==> config.mk <==
export PLATFORM = sky130hd
export DESIGN_NAME = ahbwc_ctrl
export DESIGN_NICKNAME = d
export VERILOG_FILES = /design/src/pkg/ahbwc_pkg.sv /design/src/verilog/ahbwc_sync.sv /design/src/verilog/ahbwc_ctrl.sv
export SDC_FILE = /design/constraint.sdc
export NUM_CORES = 1
export LEC_CHECK = 0
export BUFFER_PORTS_ARGS = -buffer_cell sky130_fd_sc_hd__buf_2
export CORE_MARGIN = 2
export CORE_UTILIZATION = 59
export DETAILED_ROUTE_END_ITERATION = 8
export PLACE_DENSITY = 0.83
export SYNTH_ARGS = -nofsm -noshare
export SYNTH_HDL_FRONTEND = slang
export SYNTH_HIERARCHICAL = 1
export SYNTH_SLANG_ARGS = --single-unit
==> constraint.sdc <==
create_clock -name clk -period 4.45 [get_ports clk]
set_input_delay 0.6675 -clock clk [delete_from_list [all_inputs] [get_ports clk]]
set_output_delay 0.6675 -clock clk [all_outputs]
set_load 0.01 [all_outputs]
==> src/pkg/ahbwc_pkg.sv <==
// Purpose: Shared constants and types for the host bus wait controller
// Assumes: 125 MHz core clock; host pins are asynchronous to it
// Notes:   Wait times are kept in ns and turned into clock counts here
package ahbwc_pkg;

    // Core clock
    localparam int CLK_PERIOD_NS = 8;

    // Pin and wait counter widths
    localparam int ADDR_W = 15;
    localparam int BE_W   = 4;
    localparam int DATA_W = 32;
    localparam int CNT_W  = 4;

    // Typical host-ready low times, in ns, as printed
    localparam int READ_TURBO_WAIT_NS  = 40;
    localparam int READ_NORMAL_WAIT_NS = 80;
    localparam int WRITE_WAIT_NS       = 36;

    // Wait times as clock counts, rounded up to whole cycles
    localparam logic [CNT_W-1:0] READ_TURBO_CYCLES =
        CNT_W'((READ_TURBO_WAIT_NS + CLK_PERIOD_NS - 1) / CLK_PERIOD_NS);
    localparam logic [CNT_W-1:0] READ_NORMAL_CYCLES =
        CNT_W'((READ_NORMAL_WAIT_NS + CLK_PERIOD_NS - 1) / CLK_PERIOD_NS);
    localparam logic [CNT_W-1:0] WRITE_CYCLES =
        CNT_W'((WRITE_WAIT_NS + CLK_PERIOD_NS - 1) / CLK_PERIOD_NS);
    localparam logic [CNT_W-1:0] CNT_ONE  = 4'h1;
    localparam logic [CNT_W-1:0] CNT_ZERO = 4'h0;

    // Target decode on the word address
    localparam logic [ADDR_W-1:0] QUEUE_DATA_ADDR  = 15'h0008;
    localparam logic [ADDR_W-1:0] BANK_SELECT_ADDR = 15'h0007;

    // Reset values
    localparam logic [ADDR_W-1:0] ADDR_RST = 15'h0000;
    localparam logic [BE_W-1:0]   BE_RST   = 4'hF;
    localparam logic [DATA_W-1:0] DATA_RST = 32'h0000_0000;

    // Synchroniser word layout, low bit first
    localparam int SYNC_ADS   = 0;
    localparam int SYNC_RD    = 1;
    localparam int SYNC_WR    = 2;
    localparam int SYNC_DCS   = 3;
    localparam int SYNC_AEN   = 4;
    localparam int SYNC_TURBO = 5;
    localparam int SYNC_LATCH = 6;
    localparam int SYNC_WIN   = 7;
    localparam int SYNC_BE    = 8;
    localparam int SYNC_ADDR  = SYNC_BE + BE_W;
    localparam int SYNC_DATA  = SYNC_ADDR + ADDR_W;
    localparam int SYNC_W     = SYNC_DATA + DATA_W;
    // Idle levels: strobes, select and byte enables high, rest low
    localparam logic [SYNC_W-1:0] SYNC_RST =
        {{DATA_W{1'b0}}, {ADDR_W{1'b0}}, {BE_W{1'b1}}, 4'h0, 4'hF};

    // Access sequencer states, one-hot
    typedef enum logic [3:0] {
        AHBWC_IDLE      = 4'b0001,
        AHBWC_READ_WAIT = 4'b0010,
        AHBWC_READ_HOLD = 4'b0100,
        AHBWC_WRITE_WAIT = 4'b1000
    } ahbwc_state_t;

    // Whole state of the controller
    typedef struct packed {
        ahbwc_state_t        state;
        logic [CNT_W-1:0]    waitCnt;
        logic                hostReady;
        logic                writePrev;
        logic                adsPrev;
        logic [ADDR_W-1:0]   latchAddr;
        logic                latchAen;
        logic [BE_W-1:0]     latchBeN;
        logic                accessStrobe;
        logic                accessWrite;
        logic                accessQueue;
        logic [ADDR_W-1:0]   accessAddr;
        logic [BE_W-1:0]     accessBeN;
        logic [DATA_W-1:0]   accessWriteData;
        logic [DATA_W-1:0]   hostReadData;
        logic                hostReadOe;
    } ahbwc_regs_t;

endpackage : ahbwc_pkg

==> src/verilog/ahbwc_sync.sv <==
// Purpose: Two-stage synchroniser for a bundle of host pins
// Assumes: Each bit is a level; bundle skew is settled by the host's setup
// Notes:   Stage one is read only by stage two
`timescale 1ns/100ps
module ahbwc_sync #(
    parameter int               WIDTH    = 1,
    parameter logic [WIDTH-1:0] RST_VAL  = '0
) (
    input  wire logic             clk,
    input  wire logic             nrst,
    input  wire logic [WIDTH-1:0] pinIn,
    output logic      [WIDTH-1:0] syncOut
);

    logic [WIDTH-1:0] stage1_reg;

    // Two flops in series, reset to the idle level of each pin
    always_ff @(posedge clk or negedge nrst) begin
        if (!nrst) begin
            stage1_reg <= RST_VAL;
            syncOut    <= RST_VAL;
        end else begin
            stage1_reg <= pinIn;
            syncOut    <= stage1_reg;
        end
    end

endmodule : ahbwc_sync

==> src/verilog/ahbwc_ctrl.sv <==
// Purpose: Device side of the asynchronous host bus with host-ready wait control
// Assumes: Host pins are asynchronous; core answers read data within the wait time
// Notes:   Pin to host-ready latency is the synchroniser depth plus one cycle
`timescale 1ns/100ps
module ahbwc_ctrl
(
    input  wire logic                          clk,
    input  wire logic                          nrst,
    // Host pins
    input  wire logic                          addressLatchStrobeN,
    input  wire logic                          readStrobeN,
    input  wire logic                          writeStrobeN,
    input  wire logic                          dataWindowSelectN,
    input  wire logic                          addressEnable,
    input  wire logic [ahbwc_pkg::BE_W-1:0]    byteLaneEnableN,
    input  wire logic [ahbwc_pkg::ADDR_W-1:0]  hostAddressBus,
    input  wire logic [ahbwc_pkg::DATA_W-1:0]  hostWriteData,
    output logic      [ahbwc_pkg::DATA_W-1:0]  hostReadData,
    output logic                               hostReadOe,
    output logic                               hostReady,
    // Strap style mode inputs
    input  wire logic                          turboMode,
    input  wire logic                          addrLatchMode,
    input  wire logic                          dataWindowMode,
    // Core side
    output logic                               accessStrobe,
    output logic                               accessWrite,
    output logic                               accessQueue,
    output logic      [ahbwc_pkg::ADDR_W-1:0]  accessAddr,
    output logic      [ahbwc_pkg::BE_W-1:0]    accessBeN,
    output logic      [ahbwc_pkg::DATA_W-1:0]  accessWriteData,
    input  wire logic [ahbwc_pkg::DATA_W-1:0]  coreReadData
);
    import ahbwc_pkg::*;

    logic [SYNC_W-1:0]  pinSync;
    ahbwc_regs_t        r_reg;
    ahbwc_regs_t        r_next;

    logic               adsS;
    logic               rdS;
    logic               wrS;
    logic               dcsS;
    logic               aenS;
    logic               turboS;
    logic               latchS;
    logic               winS;
    logic [BE_W-1:0]    beS;
    logic [ADDR_W-1:0]  addrS;
    logic [DATA_W-1:0]  wdataS;
    logic [ADDR_W-1:0]  curAddr;
    logic               curAen;
    logic [BE_W-1:0]    curBeN;
    logic               selected;
    logic               isQueue;
    logic               isBank;
    logic               writeEnd;
    logic [CNT_W-1:0]   readWait;
    logic [CNT_W-1:0]   writeWait;

    // All host pins pass two flops before any logic reads them
    ahbwc_sync #(
        .WIDTH   (SYNC_W),
        .RST_VAL (SYNC_RST)
    ) u_sync (
        .clk     (clk),
        .nrst    (nrst),
        .pinIn   ({hostWriteData, hostAddressBus, byteLaneEnableN, dataWindowMode,
                   addrLatchMode, turboMode, addressEnable, dataWindowSelectN,
                   writeStrobeN, readStrobeN, addressLatchStrobeN}),
        .syncOut (pinSync)
    );

    // Unpack the synchronised word
    assign adsS   = pinSync[SYNC_ADS];
    assign rdS    = pinSync[SYNC_RD];
    assign wrS    = pinSync[SYNC_WR];
    assign dcsS   = pinSync[SYNC_DCS];
    assign aenS   = pinSync[SYNC_AEN];
    assign turboS = pinSync[SYNC_TURBO];
    assign latchS = pinSync[SYNC_LATCH];
    assign winS   = pinSync[SYNC_WIN];
    assign beS    = pinSync[SYNC_BE +: BE_W];
    assign addrS  = pinSync[SYNC_ADDR +: ADDR_W];
    assign wdataS = pinSync[SYNC_DATA +: DATA_W];

    // Address source: latched copy or live pins held by the host
    always_comb begin
        if (latchS) begin
            curAddr = r_reg.latchAddr;
            curAen  = r_reg.latchAen;
            curBeN  = r_reg.latchBeN;
        end else begin
            curAddr = addrS;
            curAen  = aenS;
            curBeN  = beS;
        end
    end

    // Target decode; in data window mode window select alone picks the queue data register
    always_comb begin
        selected = winS ? !dcsS : curAen;
        isQueue  = winS ? !dcsS : (curAen && (curAddr == QUEUE_DATA_ADDR));
        isBank   = !winS && curAen && (curAddr == BANK_SELECT_ADDR);
    end

    // Wait lengths per target and mode; bank select and others take none
    always_comb begin
        readWait  = CNT_ZERO;
        writeWait = CNT_ZERO;
        if (isQueue && !isBank) begin
            readWait  = turboS ? READ_TURBO_CYCLES : READ_NORMAL_CYCLES;
            writeWait = WRITE_CYCLES;
        end
    end

    // Write is absorbed at the rising edge of the write strobe
    assign writeEnd = wrS && !r_reg.writePrev;

    // Next-state logic for the whole controller
    always_comb begin
        r_next              = r_reg;
        r_next.writePrev    = wrS;
        r_next.adsPrev      = adsS;
        r_next.accessStrobe = 1'b0;
        // Catch address group on the rising edge of the address strobe
        if (adsS && !r_reg.adsPrev) begin
            r_next.latchAddr = addrS;
            r_next.latchAen  = aenS;
            r_next.latchBeN  = beS;
        end
        unique case (r_reg.state)
            AHBWC_IDLE: begin
                r_next.hostReady  = 1'b1;
                r_next.hostReadOe = 1'b0;
                if (writeEnd && selected) begin
                    r_next.accessStrobe    = 1'b1;
                    r_next.accessWrite     = 1'b1;
                    r_next.accessQueue     = isQueue;
                    r_next.accessAddr      = curAddr;
                    r_next.accessBeN       = curBeN;
                    r_next.accessWriteData = wdataS;
                    if (writeWait != CNT_ZERO) begin
                        r_next.hostReady = 1'b0;
                        r_next.waitCnt   = writeWait;
                        r_next.state     = AHBWC_WRITE_WAIT;
                    end
                end else if (!rdS && selected) begin
                    r_next.accessStrobe = 1'b1;
                    r_next.accessWrite  = 1'b0;
                    r_next.accessQueue  = isQueue;
                    r_next.accessAddr   = curAddr;
                    r_next.accessBeN    = curBeN;
                    r_next.hostReadOe   = 1'b1;
                    if (readWait != CNT_ZERO) begin
                        r_next.hostReady = 1'b0;
                        r_next.waitCnt   = readWait;
                        r_next.state     = AHBWC_READ_WAIT;
                    end else begin
                        r_next.hostReadData = coreReadData;
                        r_next.state        = AHBWC_READ_HOLD;
                    end
                end
            end
            AHBWC_READ_WAIT: begin
                r_next.waitCnt = r_reg.waitCnt - CNT_ONE;
                if (r_reg.waitCnt == CNT_ONE) begin
                    // Data and ready are registered in the same cycle; host holds strobe till then
                    r_next.hostReadData = coreReadData;
                    r_next.hostReady    = 1'b1;
                    r_next.state        = AHBWC_READ_HOLD;
                end
            end
            AHBWC_READ_HOLD: begin
                if (rdS) begin
                    r_next.hostReadOe = 1'b0;
                    r_next.state      = AHBWC_IDLE;
                end
            end
            AHBWC_WRITE_WAIT: begin
                r_next.waitCnt = r_reg.waitCnt - CNT_ONE;
                if (r_reg.waitCnt == CNT_ONE) begin
                    // A read begun during the wait is held by its strobe level
                    r_next.hostReady = 1'b1;
                    r_next.state     = AHBWC_IDLE;
                end
            end
        endcase
    end

    // State register
    always_ff @(posedge clk or negedge nrst) begin
        if (!nrst) begin
            r_reg <= '{state: AHBWC_IDLE, waitCnt: CNT_ZERO, hostReady: 1'b1,
                       writePrev: 1'b1, adsPrev: 1'b1, latchAddr: ADDR_RST,
                       latchAen: 1'b0, latchBeN: BE_RST, accessStrobe: 1'b0,
                       accessWrite: 1'b0, accessQueue: 1'b0, accessAddr: ADDR_RST,
                       accessBeN: BE_RST, accessWriteData: DATA_RST,
                       hostReadData: DATA_RST, hostReadOe: 1'b0};
        end else begin
            r_reg <= r_next;
        end
    end

    // Outputs straight from the state register
    assign hostReady       = r_reg.hostReady;
    assign hostReadData    = r_reg.hostReadData;
    assign hostReadOe      = r_reg.hostReadOe;
    assign accessStrobe    = r_reg.accessStrobe;
    assign accessWrite     = r_reg.accessWrite;
    assign accessQueue     = r_reg.accessQueue;
    assign accessAddr      = r_reg.accessAddr;
    assign accessBeN       = r_reg.accessBeN;
    assign accessWriteData = r_reg.accessWriteData;

endmodule : ahbwc_ctrl

**Yosys cells after proc, flatten, opt, wreduce, memory -nomap -nowiden**

Cells that the tools add are included.

- Flip-flop bits (word level): 236
- Memory bits (writable): 0
- Bits of input ports: 93
- Latch bits: 0
- Memories: 0
- Logic and storage cells: 94
- Output and inout bits: 88
- Memory bits (read-only): 0

- Shift operators: 0
- Multiplexer cells: 30
- Equal/unequal tests: 17
- Reduce and logical (&&, ||, !) cells: 28
- Add/sub/neg operators: 1
- Divide/modulo/power cells: 0
- Bitwise logic cells: 0
- Order comparisons: 0
- Multiply operators: 0

Operators by type and width:

| cell | count |
|---|---|
| $mux W32 | 3 |
| $mux W33 | 2 |
| $pmux W32 S2 | 1 |
| $mux W54 | 1 |
| $mux W22 | 2 |
| $mux W9 | 3 |
| $mux W4 | 6 |
| $pmux W4 S4 | 1 |
| $eq A15 B3 Y1 const B | 1 |
| $eq A15 B4 Y1 const B | 1 |
| $mux W15 | 1 |
| $ne A2 B2 Y1 const B | 5 |
| $pmux W5 S2 | 1 |
| $reduce_and A5 Y1 | 2 |
| $ne A3 B3 Y1 const B | 3 |
| $eq A4 B1 Y1 const B | 2 |
| $logic_and A1 B1 Y1 | 8 |
| $reduce_and A2 Y1 | 4 |
| $reduce_bool A2 Y1 | 4 |
| $reduce_bool A4 Y1 | 2 |
| $logic_not A1 Y1 | 6 |
| $mux W3 | 2 |
| $mux W1 | 5 |
| $mux W5 | 1 |
| 8 further kinds | 9 |

**Logic depth before layout (Yosys ltp)**

- Depth after elaboration: 11
- Mapped depth: 8
- Mapped depth without buffers: 6

**By module**

Netlist, hierarchy kept.

By module, submodules not included:

| module | times used | sequential area each (um^2) | area each (um^2) | cells each |
|---|---|---|---|---|
| ahbwc_ctrl | 1 | 2967.8 | 5944.5 | 532 |
| ahbwc_sync | 1 | 2972.9 | 2972.9 | 118 |

**Worst setup path before layout**

Ideal clock, no wire load.

- Path kind: register -> register
- From: reg u_sync.syncOut[6]
- To: reg r_reg, in the netlist hostReadData[0]
- Buffers on the path: 2
- Stages on the path, launching flop included: 8
- Library setup time: 125 ps
- Arrival time: 2227 ps
- Slack: 2099 ps
- Clock period less this slack: 2351 ps
- Data required time: 4325 ps
- Path through: dfrtp_1 buf_2 or4_1 o22a_1 a2111o_1 a41oi_2 buf_6 o22ai_2

- Longest elaborated chain between the ends: 9
- Elaborated cells between the ends (all ways): 19
- Classes of those cells: eq/ne (5); mux (5); reduce/logical (9)

Ends and longest elaborated chain:

| item | line | source |
|---|---|---|
| from (decl) | ahbwc_sync.sv:12 | `output logic [WIDTH-1:0] syncOut` |
| from (signal assigned) | ahbwc_sync.sv:24 | `syncOut <= stage1_reg;` |
| $mux W15 / $mux W1 (equally long branches) | ahbwc_ctrl.sv:89 | `if (latchS) begin` |
| $eq A15 B4 Y1, or another cell as far along | ahbwc_ctrl.sv:103 | `isQueue = winS ? !dcsS : (curAen && (curAddr == QUEUE_DATA_ADDR));` |
| $logic_and A1 B1 Y1 (on tied branches) | ahbwc_ctrl.sv:103, ahbwc_ctrl.sv:104 |  |
| $mux W1 / $logic_not A1 Y1 (equally long branches) | ahbwc_ctrl.sv:103, ahbwc_ctrl.sv:111 |  |
| $logic_and A1 B1 Y1 | ahbwc_ctrl.sv:111 | `if (isQueue && !isBank) begin` |
| $mux W4 | ahbwc_ctrl.sv:111 |  |
| $reduce_bool A4 Y1 | ahbwc_ctrl.sv:155 | `if (readWait != CNT_ZERO) begin` |
| $ne A2 B2 Y1 (no source line) | n/a |  |
| $reduce_and A5 Y1 (no source line) * | n/a |  |
| to (signal assigned) | ahbwc_ctrl.sv:194 | `r_reg <= '{state: AHBWC_IDLE, waitCnt: CNT_ZERO, hostReady: 1'b1,` |
| to (signal assigned) | ahbwc_ctrl.sv:201 | `r_reg <= r_next;` |
| to (decl) | ahbwc_ctrl.sv:37 | `ahbwc_regs_t r_reg;` |

Every way passes the cells marked *; elsewhere a longest branch is shown, timed or not.
A chain may end at the register's enable or synchronous reset.

**Worst setup path after layout**

- From: reg u_sync.syncOut[6]
- To: reg r_reg, in the netlist hostReadData[31]

Same word-level chain as after synthesis.

==> flow_summary.ini <==
[timing]
max_freq_mhz = 328
setup_viol = 0
hold_viol = 0
worst_slew_pin_slew_ns = 1.29
period_needed_ns = 3.04
tns_ns = 0
fin_skew_ns = 0.0131
final_max_slew_viol_count = 0
rsz0062_at_grt = false
min_period_over_period = 0.684
slew_headroom = 0.139

[route]
viasPerCell = 5.35
vias = 5091
routedWlPerCell_um = 17.0
ant_nets = 0
first_pass_iters = 4
drtIter0Drc = 269
drc_errors = 0
routed_wl_um = 16200

[logic_synthesis]
synthTopCellsByArea = dfrtp_1, dfstp_2, buf_4
syn_area_per_cell_um2 = 13.7
ys.flop_type = dfrtp_1
syn_area_um2 = 8920
ys_async_sr_fraction = 1.00
synth_seq_cells = 236
yosys_warnings = 6
synthDistinctLibCells = 48
synth_edf_count = 0
synth_cells = 650
syn_nets = 745
yosysTopAreaCellShare = 0.584
synth_area_leader_cell = dfrtp_1
yosysSeqAreaShare = 0.666

[global_routing]
antenna_found_initial = 0
gr-total-overflow = 0
grt_max_degree = 134
grt_usage = 0.207
grt_pass1_wl_um = 26600
grt_pass1_vias = 5388

[floorplan]
rows = 44
die-area_um2 = 16100
fp.coreArea_um2 = 14600
die_x_um = 127
ios = 181
die_h_um = 127
initial_core_util = 0.609

[final_layout]
synthToLayoutAreaGrowth_pct = 13.3
num_antenna_cells = 0
fillers = 991
fin_util = 0.690
final_cells = 952
num-nets-final = 845
drive_gt1_frac = 0.438

[critical_path]
critPathKind = register to register
end_kind = register
ff2ff_path_depth = 6
cp-start-kind = register
crit_required_ns = 4.88
crit_fanout = 32
worstPathArrival_ns = 3.47

[placed_design]
dp_hpwl_um = 10800
gp_congestion = 0.877
port_buffers = 180
dp.cells = 908

[clock_network]
cts_resized = 0
postCtsSetupBuffers = 0
cts_sinks = 236
htree_levels = 1
cts_buffers = 24
cts_tree = done
clock_latency_ns = 0.52
clockRootBuffer = clkbuf_16
clk_pin_slew_ns = 0.06
clk_path_buf_depth = 3
hold_buffers = 0

[run_status]
run_status = completed

[job]
maxCapViolations = 0

[min_path]
hp-class = primary input to asynchronous set/reset pin

[pwr]
p_leak_nw = 4.87
peakVddDrop_mv = 0.397
power_density_nw_per_um2 = 611
## per-layer routing
layer / wire [um] / track usage / vias to the layer above
met4: 339 / 0.0569 / 0
li1: - / - / 2325
met1: 6700 / 0.272 / 2547
met3: 1060 / 0.0472 / 35
met2: 8100 / 0.352 / 184
met5: 0 / 0 / -
## final cells by class
| type | count | area, um^2 | area share |
|---|---|---|---|
| sequential | 236 | 5940 | 0.588 |
| clock inverter | 4 | 51.3 | 0.00508 |
| clock buffer | 40 | 701 | 0.0693 |
| inverter | 5 | 18.8 | 0.00186 |
| multi-input combinational | 297 | 2200 | 0.217 |
| tap | 184 | 230 | 0.0228 |
| timing repair buffer | 186 | 968 | 0.0958 |
## worst paths after layout
check                                      start                    end  slack (ns)
max reg2reg                    u_sync/syncOut[6]       hostReadData[31]        1.41
max                            u_sync/syncOut[6]       hostReadData[31]        1.41
max in group asynchronous                   nrst      u_sync/syncOut[1]        3.18
min in group clk               hostWriteData[10]  u_sync/stage1_reg[37]        0.25
min reg2reg                u_sync/stage1_reg[42]     u_sync/syncOut[42]        0.34
min                                         nrst     u_sync/syncOut[45]        0.24
## Yosys cell counts (2+ instances only)
cell and instances:
nor4_1 2, mux2i_1 19, nor3_1 3, or4b_2 2, clkbuf_1 17, buf_4 83, nand2b_1 5, nand4_1 3
o21ai_0 27, nor2b_1 3, ha_1 2, dfstp_2 28, o22ai_2 30, a22oi_1 2, buf_6 7, nand3_1 3
nor2_1 8, o22ai_1 4, o311a_1 2, and2_1 2, inv_1 5, a21oi_1 5, dfrtp_1 208, nor4b_1 5
xnor2_1 2, nand2_1 96, mux2_2 53, buf_1 4
## per-stage QoR
| stage | setup WS, ns | instance area, um^2 | hold WS, ns | power, W |
|---|---|---|---|---|
| floorplan | 2.10 | 8920 | 0.331 | 0.00417 |
| global placement | 1.56 | 9360 | 0.332 | 0.00424 |
| detailed placement | 1.40 | 9360 | 0.335 | 0.00436 |
| CTS | 1.39 | 10100 | 0.236 | 0.00624 |
| global route | 1.17 | 10100 | 0.231 | 0.00651 |
| finish | 1.41 | 10100 | 0.243 | 0.00618 |
## worst max-delay path, stage by stage, from the launching register on
cell and delay (ns):
dfrtp_1 0.79, buf_4 0.34, mux2_2 0.21, o21ai_0 0.17
o31ai_4 1.09, nand2_1 0.18, o22ai_2 0.16
## kinds of logic after synthesis
family	after synthesis	synth area share
AOI/OAI and AO/OA	81	0.0786
xor gates and xnor gates	3	0.00295
adders and majority gates	2	0.00281
buffers and inverters	117	0.0902
DFF	236	0.666
muxes	72	0.0883
and+or+nand+nor	139	0.0710
## power breakdown
| group | switching (W) | internal [W] |
|---|---|---|
| clock | 0.000781 | 0.00108 |
| sequential | 0.000282 | 0.00263 |
| combinational | 0.000739 | 0.000659 |
| total | 0.00180 | 0.00437 |
## layout by cell type, fill, tap and decap left out, drive strengths merged, types with 3 or more instances in the layout
cell    Yosys  final
a21oi       5      5
nor2        8      8
dfstp      28     28
o21ai      27     27
nand3       3      3
o22ai      34     34
mux2i      19     19
nor4b       5      5
clkbuf     17     40
or4b        3      3
clkinv      0      3
inv         5      6
nand4       3      3
dfrtp     208    208
nor2b       3      3
nand2b      5      5
nand2      96     96
buf        95    186
nor3        3      3
mux2       53     53
Note: power is estimated with default switching activity, not from simulation.
